<file path="src/rtl/sppm_pkg.sv">
// Constants and types shared by the serial/parallel power and mode configuration bank
package sppm_pkg;
    // Avalon byte addresses of the bus-facing registers
    localparam logic [4:0] ADDR_INDEX = 5'h00;
    localparam logic [4:0] ADDR_DATA = 5'h04;
    localparam logic [4:0] ADDR_CTRL = 5'h08;
    localparam logic [4:0] ADDR_LOCK_MODE = 5'h0C;
    localparam logic [4:0] ADDR_BASE1 = 5'h10;
    localparam logic [4:0] ADDR_BASE2 = 5'h14;
    localparam logic [4:0] ADDR_STATUS = 5'h18;

    // Index values loaded into config_select_index
    localparam logic [7:0] IDX_SERIAL_PORT_POWER = 8'h02;
    localparam logic [7:0] IDX_VENDOR_RESERVED_THREE = 8'h03;
    localparam logic [7:0] IDX_PARALLEL_SERIAL_MISC = 8'h04;

    // Power-on reset values
    localparam logic [7:0] RST_SERIAL_PORT_POWER = 8'h08;
    localparam logic [7:0] RST_VENDOR_RESERVED_THREE = 8'h70;
    localparam logic [7:0] RST_PARALLEL_SERIAL_MISC = 8'h00;
    localparam logic [7:0] RST_LOCK_MODE = 8'h88;
    localparam logic [15:0] RST_BASE = 16'h0000;

    // Writable bit masks; all other positions read zero
    localparam logic [7:0] MASK_SERIAL_PORT_POWER = 8'h88;
    localparam logic [7:0] MASK_VENDOR_RESERVED_THREE = 8'h72;
    localparam logic [7:0] MASK_PARALLEL_SERIAL_MISC = 8'h7F;
    localparam logic [7:0] MASK_LOCK_MODE = 8'h88;

    // Field positions
    localparam int BIT_PORT1_POWER = 3;
    localparam int BIT_PORT2_POWER = 7;
    localparam int BIT_PORT1_MUSIC = 4;
    localparam int BIT_PORT2_MUSIC = 5;
    localparam int BIT_EPP_REVISION = 6;
    localparam int BIT_PRINTER_MODE = 3;
    localparam int BIT_LOCK = 7;
    localparam int BIT_CFG_ACTIVE = 0;

    // Lowest base address that keeps host decoding alive
    localparam logic [15:0] MIN_DECODE_BASE = 16'h0100;

    // Extended control register modes
    localparam logic [2:0] ECR_MODE_SPP = 3'h0;
    localparam logic [2:0] ECR_MODE_EPP = 3'h4;

    // Music clock: 31.25 kbaud with 16x oversampling from a 50 MHz clock
    localparam int CLK_HZ = 50000000;
    localparam int MUSIC_BAUD = 31250;
    localparam int OVERSAMPLE = 16;
    localparam int MUSIC_TICK_CYCLES = CLK_HZ / (MUSIC_BAUD * OVERSAMPLE);

    // Effective parallel port mode
    typedef enum logic [2:0] {
        PAR_PRINTER,
        PAR_SPP,
        PAR_EPP_SPP,
        PAR_ECP,
        PAR_ECP_EPP
    } sppm_par_mode_t;
endpackage : sppm_pkg

</file>
<file path="src/rtl/sppm_config.sv">
// Indexed power and mode configuration bank behind an Avalon-MM slave
// Functional notes
// - Access only in config state, matching index
// - Power reg resets 0x08; hard reset clears bit7
// - Bit3 high runs port1, low powers down
// - Bit7 powers port2 and fast infrared engine
// - Power reg bits 0-2,4-6 read zero
// - Power-down keeps the address decode enabled
// - Decode disabled only when base below 100h
// - Powered-down valid device still checks conflicts
// - Vendor reg resets 0x70; bits 0,2,3,7 zero
// - Misc reg resets 0x00; bit7 reserved
// - Bits 1:0 select parallel mode
// - Combined mode: ECR 100 selects EPP
// - Extended modes: ECR 000 selects standard
// - Misc bit4 enables port1 music clock
// - Misc bit5 enables port2 music clock
// - Music clock runs 31.25 kbaud within 1%
// - Misc bit6 picks EPP revision 1.7/1.9
// - Printer-mode bit high forces printer mode
// - Cleared lock blocks access until reset
//
// The Avalon-MM register port is this design's own decision.
module sppm_config (
    // Clock and power-on reset
    input wire logic clk,
    input wire logic rst,
    // Hard reset pin, asynchronous to clk
    input wire logic hardRstPin,
    // Avalon-MM slave
    input wire logic [4:0] address,
    input wire logic read,
    input wire logic write,
    input wire logic [3:0] byteenable,
    input wire logic [31:0] writedata,
    output logic [31:0] readdata,
    output logic waitrequest,
    // Extended control register mode from the parallel port
    input wire logic [2:0] ecrMode,
    // Serial port controls
    output logic port1PowerOn,
    output logic port2PowerOn,
    output logic firPowerOn,
    output logic port1MusicTick,
    output logic port2MusicTick,
    // Host decode and conflict checking
    output logic port1DecodeEnable,
    output logic port2DecodeEnable,
    output logic port1RangeCheck,
    output logic port2RangeCheck,
    // Parallel port mode
    output sppm_pkg::sppm_par_mode_t parMode,
    output logic eppSelected,
    output logic sppSelected,
    output logic eppRevision17
);
    logic [7:0] configSelectIndex;
    logic [7:0] serialPortPower;
    logic [7:0] vendorReservedThree;
    logic [7:0] parallelSerialMisc;
    logic [7:0] lockModeRegister;
    logic cfgActive;
    logic [15:0] port1Base;
    logic [15:0] port2Base;
    logic [2:0] hardSync;
    logic hardReset;
    logic ack;
    logic accessReq;
    logic takeWrite;
    logic winOpen;
    logic [7:0] winData;
    logic [31:0] next_readdata;
    logic [31:0] statusWord;
    logic [1:0] musicEnable;
    logic [1:0] musicTick;

    // Byte-lane merge for a 16-bit register
    function automatic logic [15:0] merge16(input logic [15:0] old, input logic [31:0] wd,
                                            input logic [3:0] be);
        logic [15:0] res;
        res = old;
        if (be[0]) begin
            res[7:0] = wd[7:0];
        end
        if (be[1]) begin
            res[15:8] = wd[15:8];
        end
        return res;
    endfunction : merge16

    // Masked byte write: only writable positions change
    function automatic logic [7:0] maskWrite(input logic [7:0] old, input logic [7:0] wd,
                                             input logic [7:0] mask);
        return (old & ~mask) | (wd & mask);
    endfunction : maskWrite

    // Hard reset pin passes three flops; level changes only once the last two agree
    always_ff @(posedge clk) begin
        if (rst) begin
            hardSync <= 3'h0;
            hardReset <= 1'b0;
        end else begin
            hardSync <= {hardSync[1:0], hardRstPin};
            if (hardSync[1] == hardSync[2]) begin
                hardReset <= hardSync[2];
            end
        end
    end

    // One wait state per access so read data can be registered
    assign accessReq = read | write;
    assign waitrequest = accessReq & ~ack;
    assign takeWrite = write & ack;

    always_ff @(posedge clk) begin
        if (rst) begin
            ack <= 1'b0;
        end else begin
            ack <= accessReq & ~ack;
        end
    end

    // Window into the indexed bank opens only in config state and while unlocked
    assign winOpen = cfgActive & lockModeRegister[sppm_pkg::BIT_LOCK];

    // Indexed read decode; unused positions return zero
    always_comb begin
        winData = 8'h00;
        if (winOpen) begin
            unique case (configSelectIndex)
                sppm_pkg::IDX_SERIAL_PORT_POWER: begin
                    winData = serialPortPower & sppm_pkg::MASK_SERIAL_PORT_POWER;
                end
                sppm_pkg::IDX_VENDOR_RESERVED_THREE: begin
                    winData = vendorReservedThree & sppm_pkg::MASK_VENDOR_RESERVED_THREE;
                end
                sppm_pkg::IDX_PARALLEL_SERIAL_MISC: begin
                    winData = parallelSerialMisc & sppm_pkg::MASK_PARALLEL_SERIAL_MISC;
                end
                default: begin
                    winData = 8'h00;
                end
            endcase
        end
    end

    // Live status of the serial power, decode, range-check and EPP revision outputs
    assign statusWord = {24'h000000, eppRevision17, port2RangeCheck, port1RangeCheck,
                         port2DecodeEnable, port1DecodeEnable, firPowerOn, port2PowerOn,
                         port1PowerOn};

    // Bus read decode; unmapped addresses read zero
    always_comb begin
        next_readdata = 32'h00000000;
        unique case (address)
            sppm_pkg::ADDR_INDEX: next_readdata = {24'h000000, configSelectIndex};
            sppm_pkg::ADDR_DATA: next_readdata = {24'h000000, winData};
            sppm_pkg::ADDR_CTRL: next_readdata = {31'h00000000, cfgActive};
            sppm_pkg::ADDR_LOCK_MODE: next_readdata = {24'h000000, lockModeRegister};
            sppm_pkg::ADDR_BASE1: next_readdata = {16'h0000, port1Base};
            sppm_pkg::ADDR_BASE2: next_readdata = {16'h0000, port2Base};
            sppm_pkg::ADDR_STATUS: next_readdata = statusWord;
            default: next_readdata = 32'h00000000;
        endcase
    end

    // Read data captured one edge ahead so it stands when waitrequest drops
    always_ff @(posedge clk) begin
        if (rst) begin
            readdata <= 32'h00000000;
        end else if (read & ~ack) begin
            readdata <= next_readdata;
        end
    end

    // Index and config-state registers
    always_ff @(posedge clk) begin
        if (rst) begin
            configSelectIndex <= 8'h00;
            cfgActive <= 1'b0;
        end else if (takeWrite & byteenable[0]) begin
            if (address == sppm_pkg::ADDR_INDEX) begin
                configSelectIndex <= writedata[7:0];
            end
            if (address == sppm_pkg::ADDR_CTRL) begin
                cfgActive <= writedata[sppm_pkg::BIT_CFG_ACTIVE];
            end
        end
    end

    // Lock/mode register: once the lock is cleared only a reset sets it again
    always_ff @(posedge clk) begin
        if (rst) begin
            lockModeRegister <= sppm_pkg::RST_LOCK_MODE;
        end else if (hardReset) begin
            lockModeRegister[sppm_pkg::BIT_LOCK] <= 1'b1;
        end else if (takeWrite & byteenable[0] & winOpen
                     & (address == sppm_pkg::ADDR_LOCK_MODE)) begin
            lockModeRegister <= maskWrite(lockModeRegister, writedata[7:0],
                                          sppm_pkg::MASK_LOCK_MODE);
        end
    end

    // Serial port power register; hard reset drops the secondary port
    always_ff @(posedge clk) begin
        if (rst) begin
            serialPortPower <= sppm_pkg::RST_SERIAL_PORT_POWER;
        end else if (hardReset) begin
            serialPortPower[sppm_pkg::BIT_PORT2_POWER] <= 1'b0;
        end else if (takeWrite & byteenable[0] & winOpen & (address == sppm_pkg::ADDR_DATA)
                     & (configSelectIndex == sppm_pkg::IDX_SERIAL_PORT_POWER)) begin
            serialPortPower <= maskWrite(serialPortPower, writedata[7:0],
                                         sppm_pkg::MASK_SERIAL_PORT_POWER);
        end
    end

    // Vendor-reserved register; software is expected to write back defaults
    always_ff @(posedge clk) begin
        if (rst) begin
            vendorReservedThree <= sppm_pkg::RST_VENDOR_RESERVED_THREE;
        end else if (takeWrite & byteenable[0] & winOpen & (address == sppm_pkg::ADDR_DATA)
                     & (configSelectIndex == sppm_pkg::IDX_VENDOR_RESERVED_THREE)) begin
            vendorReservedThree <= maskWrite(vendorReservedThree, writedata[7:0],
                                             sppm_pkg::MASK_VENDOR_RESERVED_THREE);
        end
    end

    // Miscellaneous parallel/serial register
    always_ff @(posedge clk) begin
        if (rst) begin
            parallelSerialMisc <= sppm_pkg::RST_PARALLEL_SERIAL_MISC;
        end else if (takeWrite & byteenable[0] & winOpen & (address == sppm_pkg::ADDR_DATA)
                     & (configSelectIndex == sppm_pkg::IDX_PARALLEL_SERIAL_MISC)) begin
            parallelSerialMisc <= maskWrite(parallelSerialMisc, writedata[7:0],
                                            sppm_pkg::MASK_PARALLEL_SERIAL_MISC);
        end
    end

    // Base addresses, held here so decode can follow them
    always_ff @(posedge clk) begin
        if (rst) begin
            port1Base <= sppm_pkg::RST_BASE;
            port2Base <= sppm_pkg::RST_BASE;
        end else if (takeWrite & winOpen) begin
            if (address == sppm_pkg::ADDR_BASE1) begin
                port1Base <= merge16(port1Base, writedata, byteenable);
            end
            if (address == sppm_pkg::ADDR_BASE2) begin
                port2Base <= merge16(port2Base, writedata, byteenable);
            end
        end
    end

    // Power and decode outputs; decode ignores power on purpose
    always_ff @(posedge clk) begin
        if (rst) begin
            port1PowerOn <= 1'b0;
            port2PowerOn <= 1'b0;
            firPowerOn <= 1'b0;
            port1DecodeEnable <= 1'b0;
            port2DecodeEnable <= 1'b0;
            port1RangeCheck <= 1'b0;
            port2RangeCheck <= 1'b0;
        end else begin
            port1PowerOn <= serialPortPower[sppm_pkg::BIT_PORT1_POWER];
            port2PowerOn <= serialPortPower[sppm_pkg::BIT_PORT2_POWER];
            firPowerOn <= serialPortPower[sppm_pkg::BIT_PORT2_POWER];
            port1DecodeEnable <= port1Base >= sppm_pkg::MIN_DECODE_BASE;
            port2DecodeEnable <= port2Base >= sppm_pkg::MIN_DECODE_BASE;
            port1RangeCheck <= port1Base >= sppm_pkg::MIN_DECODE_BASE;
            port2RangeCheck <= port2Base >= sppm_pkg::MIN_DECODE_BASE;
        end
    end

    // Parallel mode; printer-mode bit overrides the extended selection
    always_ff @(posedge clk) begin
        if (rst) begin
            parMode <= sppm_pkg::PAR_PRINTER;
            eppSelected <= 1'b0;
            sppSelected <= 1'b0;
            eppRevision17 <= 1'b0;
        end else begin
            eppRevision17 <= parallelSerialMisc[sppm_pkg::BIT_EPP_REVISION];
            if (lockModeRegister[sppm_pkg::BIT_PRINTER_MODE]) begin
                parMode <= sppm_pkg::PAR_PRINTER;
                eppSelected <= 1'b0;
                sppSelected <= 1'b1;
            end else begin
                unique case (parallelSerialMisc[1:0])
                    2'h0: begin
                        parMode <= sppm_pkg::PAR_SPP;
                        eppSelected <= 1'b0;
                        sppSelected <= 1'b1;
                    end
                    2'h1: begin
                        parMode <= sppm_pkg::PAR_EPP_SPP;
                        eppSelected <= 1'b1;
                        sppSelected <= 1'b1;
                    end
                    2'h2: begin
                        parMode <= sppm_pkg::PAR_ECP;
                        eppSelected <= 1'b0;
                        sppSelected <= ecrMode == sppm_pkg::ECR_MODE_SPP;
                    end
                    2'h3: begin
                        parMode <= sppm_pkg::PAR_ECP_EPP;
                        eppSelected <= ecrMode == sppm_pkg::ECR_MODE_EPP;
                        sppSelected <= ecrMode == sppm_pkg::ECR_MODE_SPP;
                    end
                endcase
            end
        end
    end

    // Music clock ticks at 16x 31.25 kbaud; 50 MHz divides exactly, so no drift
    assign musicEnable = {parallelSerialMisc[sppm_pkg::BIT_PORT2_MUSIC],
                          parallelSerialMisc[sppm_pkg::BIT_PORT1_MUSIC]};

    for (genvar g = 0; g < 2; g++) begin : gMusic
        logic [7:0] divCount;
        always_ff @(posedge clk) begin
            if (rst || !musicEnable[g]) begin
                divCount <= 8'h00;
                musicTick[g] <= 1'b0;
            end else if (divCount == 8'(sppm_pkg::MUSIC_TICK_CYCLES - 1)) begin
                divCount <= 8'h00;
                musicTick[g] <= 1'b1;
            end else begin
                divCount <= divCount + 8'h01;
                musicTick[g] <= 1'b0;
            end
        end
    end

    assign port1MusicTick = musicTick[0];
    assign port2MusicTick = musicTick[1];
endmodule : sppm_config

</file>
<file path="config.mk">
export PLATFORM = sky130hd
export DESIGN_NAME = sppm_config
export DESIGN_NICKNAME = d
export VERILOG_FILES = /design/src/rtl/sppm_pkg.sv /design/src/rtl/sppm_config.sv
export SDC_FILE = /design/constraint.sdc
export NUM_CORES = 1
export LEC_CHECK = 0
export ABC_AREA = 1
export BUFFER_PORTS_ARGS = -buffer_cell sky130_fd_sc_hd__buf_4
export CAP_MARGIN = 5
export CORE_ASPECT_RATIO = 1.25
export CORE_MARGIN = 2
export CORE_UTILIZATION = 55
export CTS_CLUSTER_SIZE = 14
export DETAILED_ROUTE_END_ITERATION = 8
export HOLD_SLACK_MARGIN = 0.08
export PLACE_DENSITY = 0.8
export SYNTH_ARGS = -nofsm -noshare
export SYNTH_HDL_FRONTEND = slang
export SYNTH_SLANG_ARGS = --single-unit
</file>
<file path="constraint.sdc">
create_clock -name clk -period 3 [get_ports clk]
set_input_delay 0.15 -clock clk [delete_from_list [all_inputs] [get_ports clk]]
set_output_delay 0.15 -clock clk [all_outputs]
set_load 0.01 [all_outputs]
</file>
==> flow_metrics.py <==
metrics = {
    "worst_hold_path": {
        "hold_path_class": "input port to flip-flop",
        "hold_end": "configSelectIndex[4]",
        "min_from": "writedata[4]",
        "hold_depth": 3,
    },
    "global_route": {
        "grt_usage": 0.242,
        "grt_pass1_wl_um": 17800,
        "overflow": 0,
        "grt_max_degree": 38,
        "antenna_found_initial": 0,
        "grt_pass1_vias": 4050,
    },
    "power_and_ir_drop": {
        "peakVddDrop_v": 0.000304,
        "power_frac_clock": 0.394,
        "p_per_area_nw_per_um2": 465,
        "sw_frac_of_total": 0.238,
        "p_leak_nw": 2.37,
        "combPwrFrac": 0.058,
        "intPower_w": 0.00194,
        "seqPwrFrac": 0.549,
        "net-switching-power_w": 0.000607,
    },
    "drt": {
        "routedWlPerCell_um": 13.5,
        "drc": 0,
        "ant_nets": 0,
        "drt_iter0_drc": 232,
        "drt-total-wl_um": 10800,
        "first_pass_iters": 5,
        "vias_per_cell": 5.28,
        "num_vias": 4217,
    },
    "floorplanning": {
        "fp.dieArea_sq_um": 9210,
        "rows": 37,
        "die_x_um": 86.2,
        "die_y_um": 107,
        "core_area_sq_um": 8240,
        "start_util": 0.564,
        "num_io_pins": 97,
    },
    "timing": {
        "period_share": 0.642,
        "fin_crit_ns": 1.93,
        "finalSetupViolCount": 0,
        "skew_ns": 0.0149,
        "rsz0062_at_grt": "no",
        "report.final.slew_viol_count": 0,
        "tightest_slew_ns": 0.575,
        "fmax_mhz": 519,
        "hold_viol": 0,
        "fin_tns_setup_ns": 0,
        "max-slew-margin-rel": 0.616,
        "setup_slack_ns": 1.07,
    },
    "critical_path": {
        "end_kind": "flip-flop",
        "max_stage_delay_ns": 0.56,
        "crit_type": "input port to flip-flop",
        "reg2reg_slack_ns": 1.34,
        "rr_startpoint": "configSelectIndex[3]",
        "crit_arrival_ns": 2.23,
        "path_cells": "dlygate4sd3_1, buf_4, nor2_1, dlygate4sd3_1, nand3_1, dlygate4sd3_1, a21oi_1",
        "r2r-end": "readdata[3]",
        "startpoint": "ecrMode[0]",
        "crit_path_frequent_cell": "dlygate4sd3_1",
        "crit_slowest_cell": "dlygate4sd3_1",
        "reg2reg_depth": 9,
        "critPathLaunchType": "input port",
        "crit_path_max_fanout": 2,
        "crit_required_ns": 3.31,
    },
    "finish": {
        "design_area_sq_um": 5480,
        "nNetsFinal": 751,
        "antenna_cells": 0,
        "drive_above_1_share": 0.153,
        "fill_cells": 720,
        "syn2layout_area_growth_pct": 18.0,
    },
    "job": {
        "drv_cap": 0,
    },
    "place": {
        "gp_congestion": 0.871,
        "place_ws_ns": 1.05,
        "io_buffers": 62,
        "dp_hpwl_um": 7840,
        "post_dp_cell_area_sq_um": 5060,
    },
    "synthesis": {
        "synth.top_cell.area_share": 0.452,
        "ys_async_sr_fraction": 0,
        "synth.cell_area_sq_um": 4650,
        "seq_area_frac_synth": 0.452,
        "synth_seq_cells": 105,
        "yosysUniqueCellTypes": 36,
        "ys_top_cells_by_count": "nand2_1, dfxtp_1, inv_1, a21oi_1, nor2_1",
        "synthTopCellsByArea": "dfxtp_1, nand2_1, a21oi_1, inv_1, o21ai_0",
        "yosysMostFrequentCell": "nand2_1",
        "synth-edff-count": 0,
        "yosysWarnings": 0,
        "syn_avg_cell_area_sq_um": 7.42,
        "ys.flop_type": "dfxtp_1",
        "syn_inst": 626,
        "synth_top_area_cell": "dfxtp_1",
    },
    "clock_network": {
        "cts_root_buf": "clkbuf_8",
        "cts_tree": "yes",
        "cts_sinks": 105,
        "cts_max_level": 3,
        "clockBufferDepth": 2,
        "post_cts_resized": 0,
        "cts_made_buffers": 9,
        "clkTransAtPathRegs_ns": 0.10,
        "clock_latency_ns": 0.37,
    },
    "status": {
        "status": "finished, final reports clean",
    },
}
[critical path, delay by kind of cell]
kind	cells	cell delay, ns
AND/OR/NAND/NOR	2	0.18
buffers and inverters	4	1.78
AO/OA/AOI/OAI	1	0.13
[worst max path at each step]
stage / cells after the start / slack (ns) / endpoint
floorplan: 8 / 1.73 / port2Base[14]
global placement: 7 / 1.11 / port2Base[10]
detailed placement: 7 / 1.05 / port2Base[13]
CTS: 7 / 1.09 / eppSelected
global route: 7 / 0.97 / eppSelected
finish: 7 / 1.07 / eppSelected
[metal layers]
layer | up-vias | global-route usage | routed length [um]
li1 | 2136 | - | -
met1 | 1931 | 0.277 | 4270
met2 | 129 | 0.440 | 5780
met3 | 21 | 0.0308 | 445
met4 | 0 | 0.114 | 302
met5 | - | 0 | 0
[cell families (layout without fill, tap and decap cells)]
family,count (synthesis),after routing,share of synthesized area
buffers and inverters,120,180,0.121
other,1,16,0.000807
XOR/XNOR,4,4,0.00754
flip-flops,105,105,0.452
AND/OR/NAND/NOR,251,251,0.243
adder cells (fa/ha/maj),6,6,0.0162
AO/OA/AOI/OAI,139,139,0.159
[timing repair]
action,CTS,global route
buffers inserted,0,0
endpoints found under the hold margin,24,0
hold buffers,19,0
[power by group through the flow]
stage          Combinational [W]  Sequential [W]  Clock [W]
2_1_floorplan          0.0000842         0.00143          0
6_report                0.000147         0.00140    0.00100
3_5_place_dp            0.000126         0.00143          0
4_1_cts                 0.000145         0.00140    0.00101
5_1_grt                 0.000161         0.00140    0.00107
3_3_place_gp            0.000122         0.00143          0
[final cells by class]
cell class,instances,area [sq um],share of cell area
Clock inverter,7,113,0.0205
Sequential cell,105,2100,0.383
Inverter,79,299,0.0545
Clock buffer,9,124,0.0226
Tap cell,97,121,0.0221
Multi-Input combinational cell,416,2040,0.372
Timing Repair Buffer,85,686,0.125
[metrics by stage]
stage	total power, W	hold slack (ns)	std cells	utilization
global route	0.00263	0.111	798	0.665
detailed placement	0.00156	0.364	763	0.614
finish	0.00255	0.0884	798	0.665
CTS	0.00256	0.0832	798	0.665
floorplan	0.00152	0.257	641	-
global placement	0.00155	0.349	763	0.614
[layout by cell type, fill, tap and decap left out, drive strengths merged]
cell         instances
xor2                 2
nand4               12
xnor2                2
dlygate4sd3         19
conb                16
ha                   6
inv                 81
nand2              115
o211ai               4
dfxtp              105
clkbuf               9
a32o                 1
nor3b                3
a211oi               2
o22ai                6
nand3               33
bufinv               2
a21oi               70
o21ai               55
or2                  1
and3                 1
nor4                 4
buf                 66
nor2                74
clkinv               2
a31oi                1
nor3                 8
clkinvlp             1
[registers in the layout (all words and copies together), names as in the netlist, 2 cells and up]
register and flops:
configSelectIndex 8, gMusic.divCount 16, hardSync 3, lockModeRegister 2, parMode 3, parallelSerialMisc 7, port1Base 16, port2Base 16
readdata 16, serialPortPower 2, vendorReservedThree 4
No activity file was read; power rests on OpenSTA's default activity.
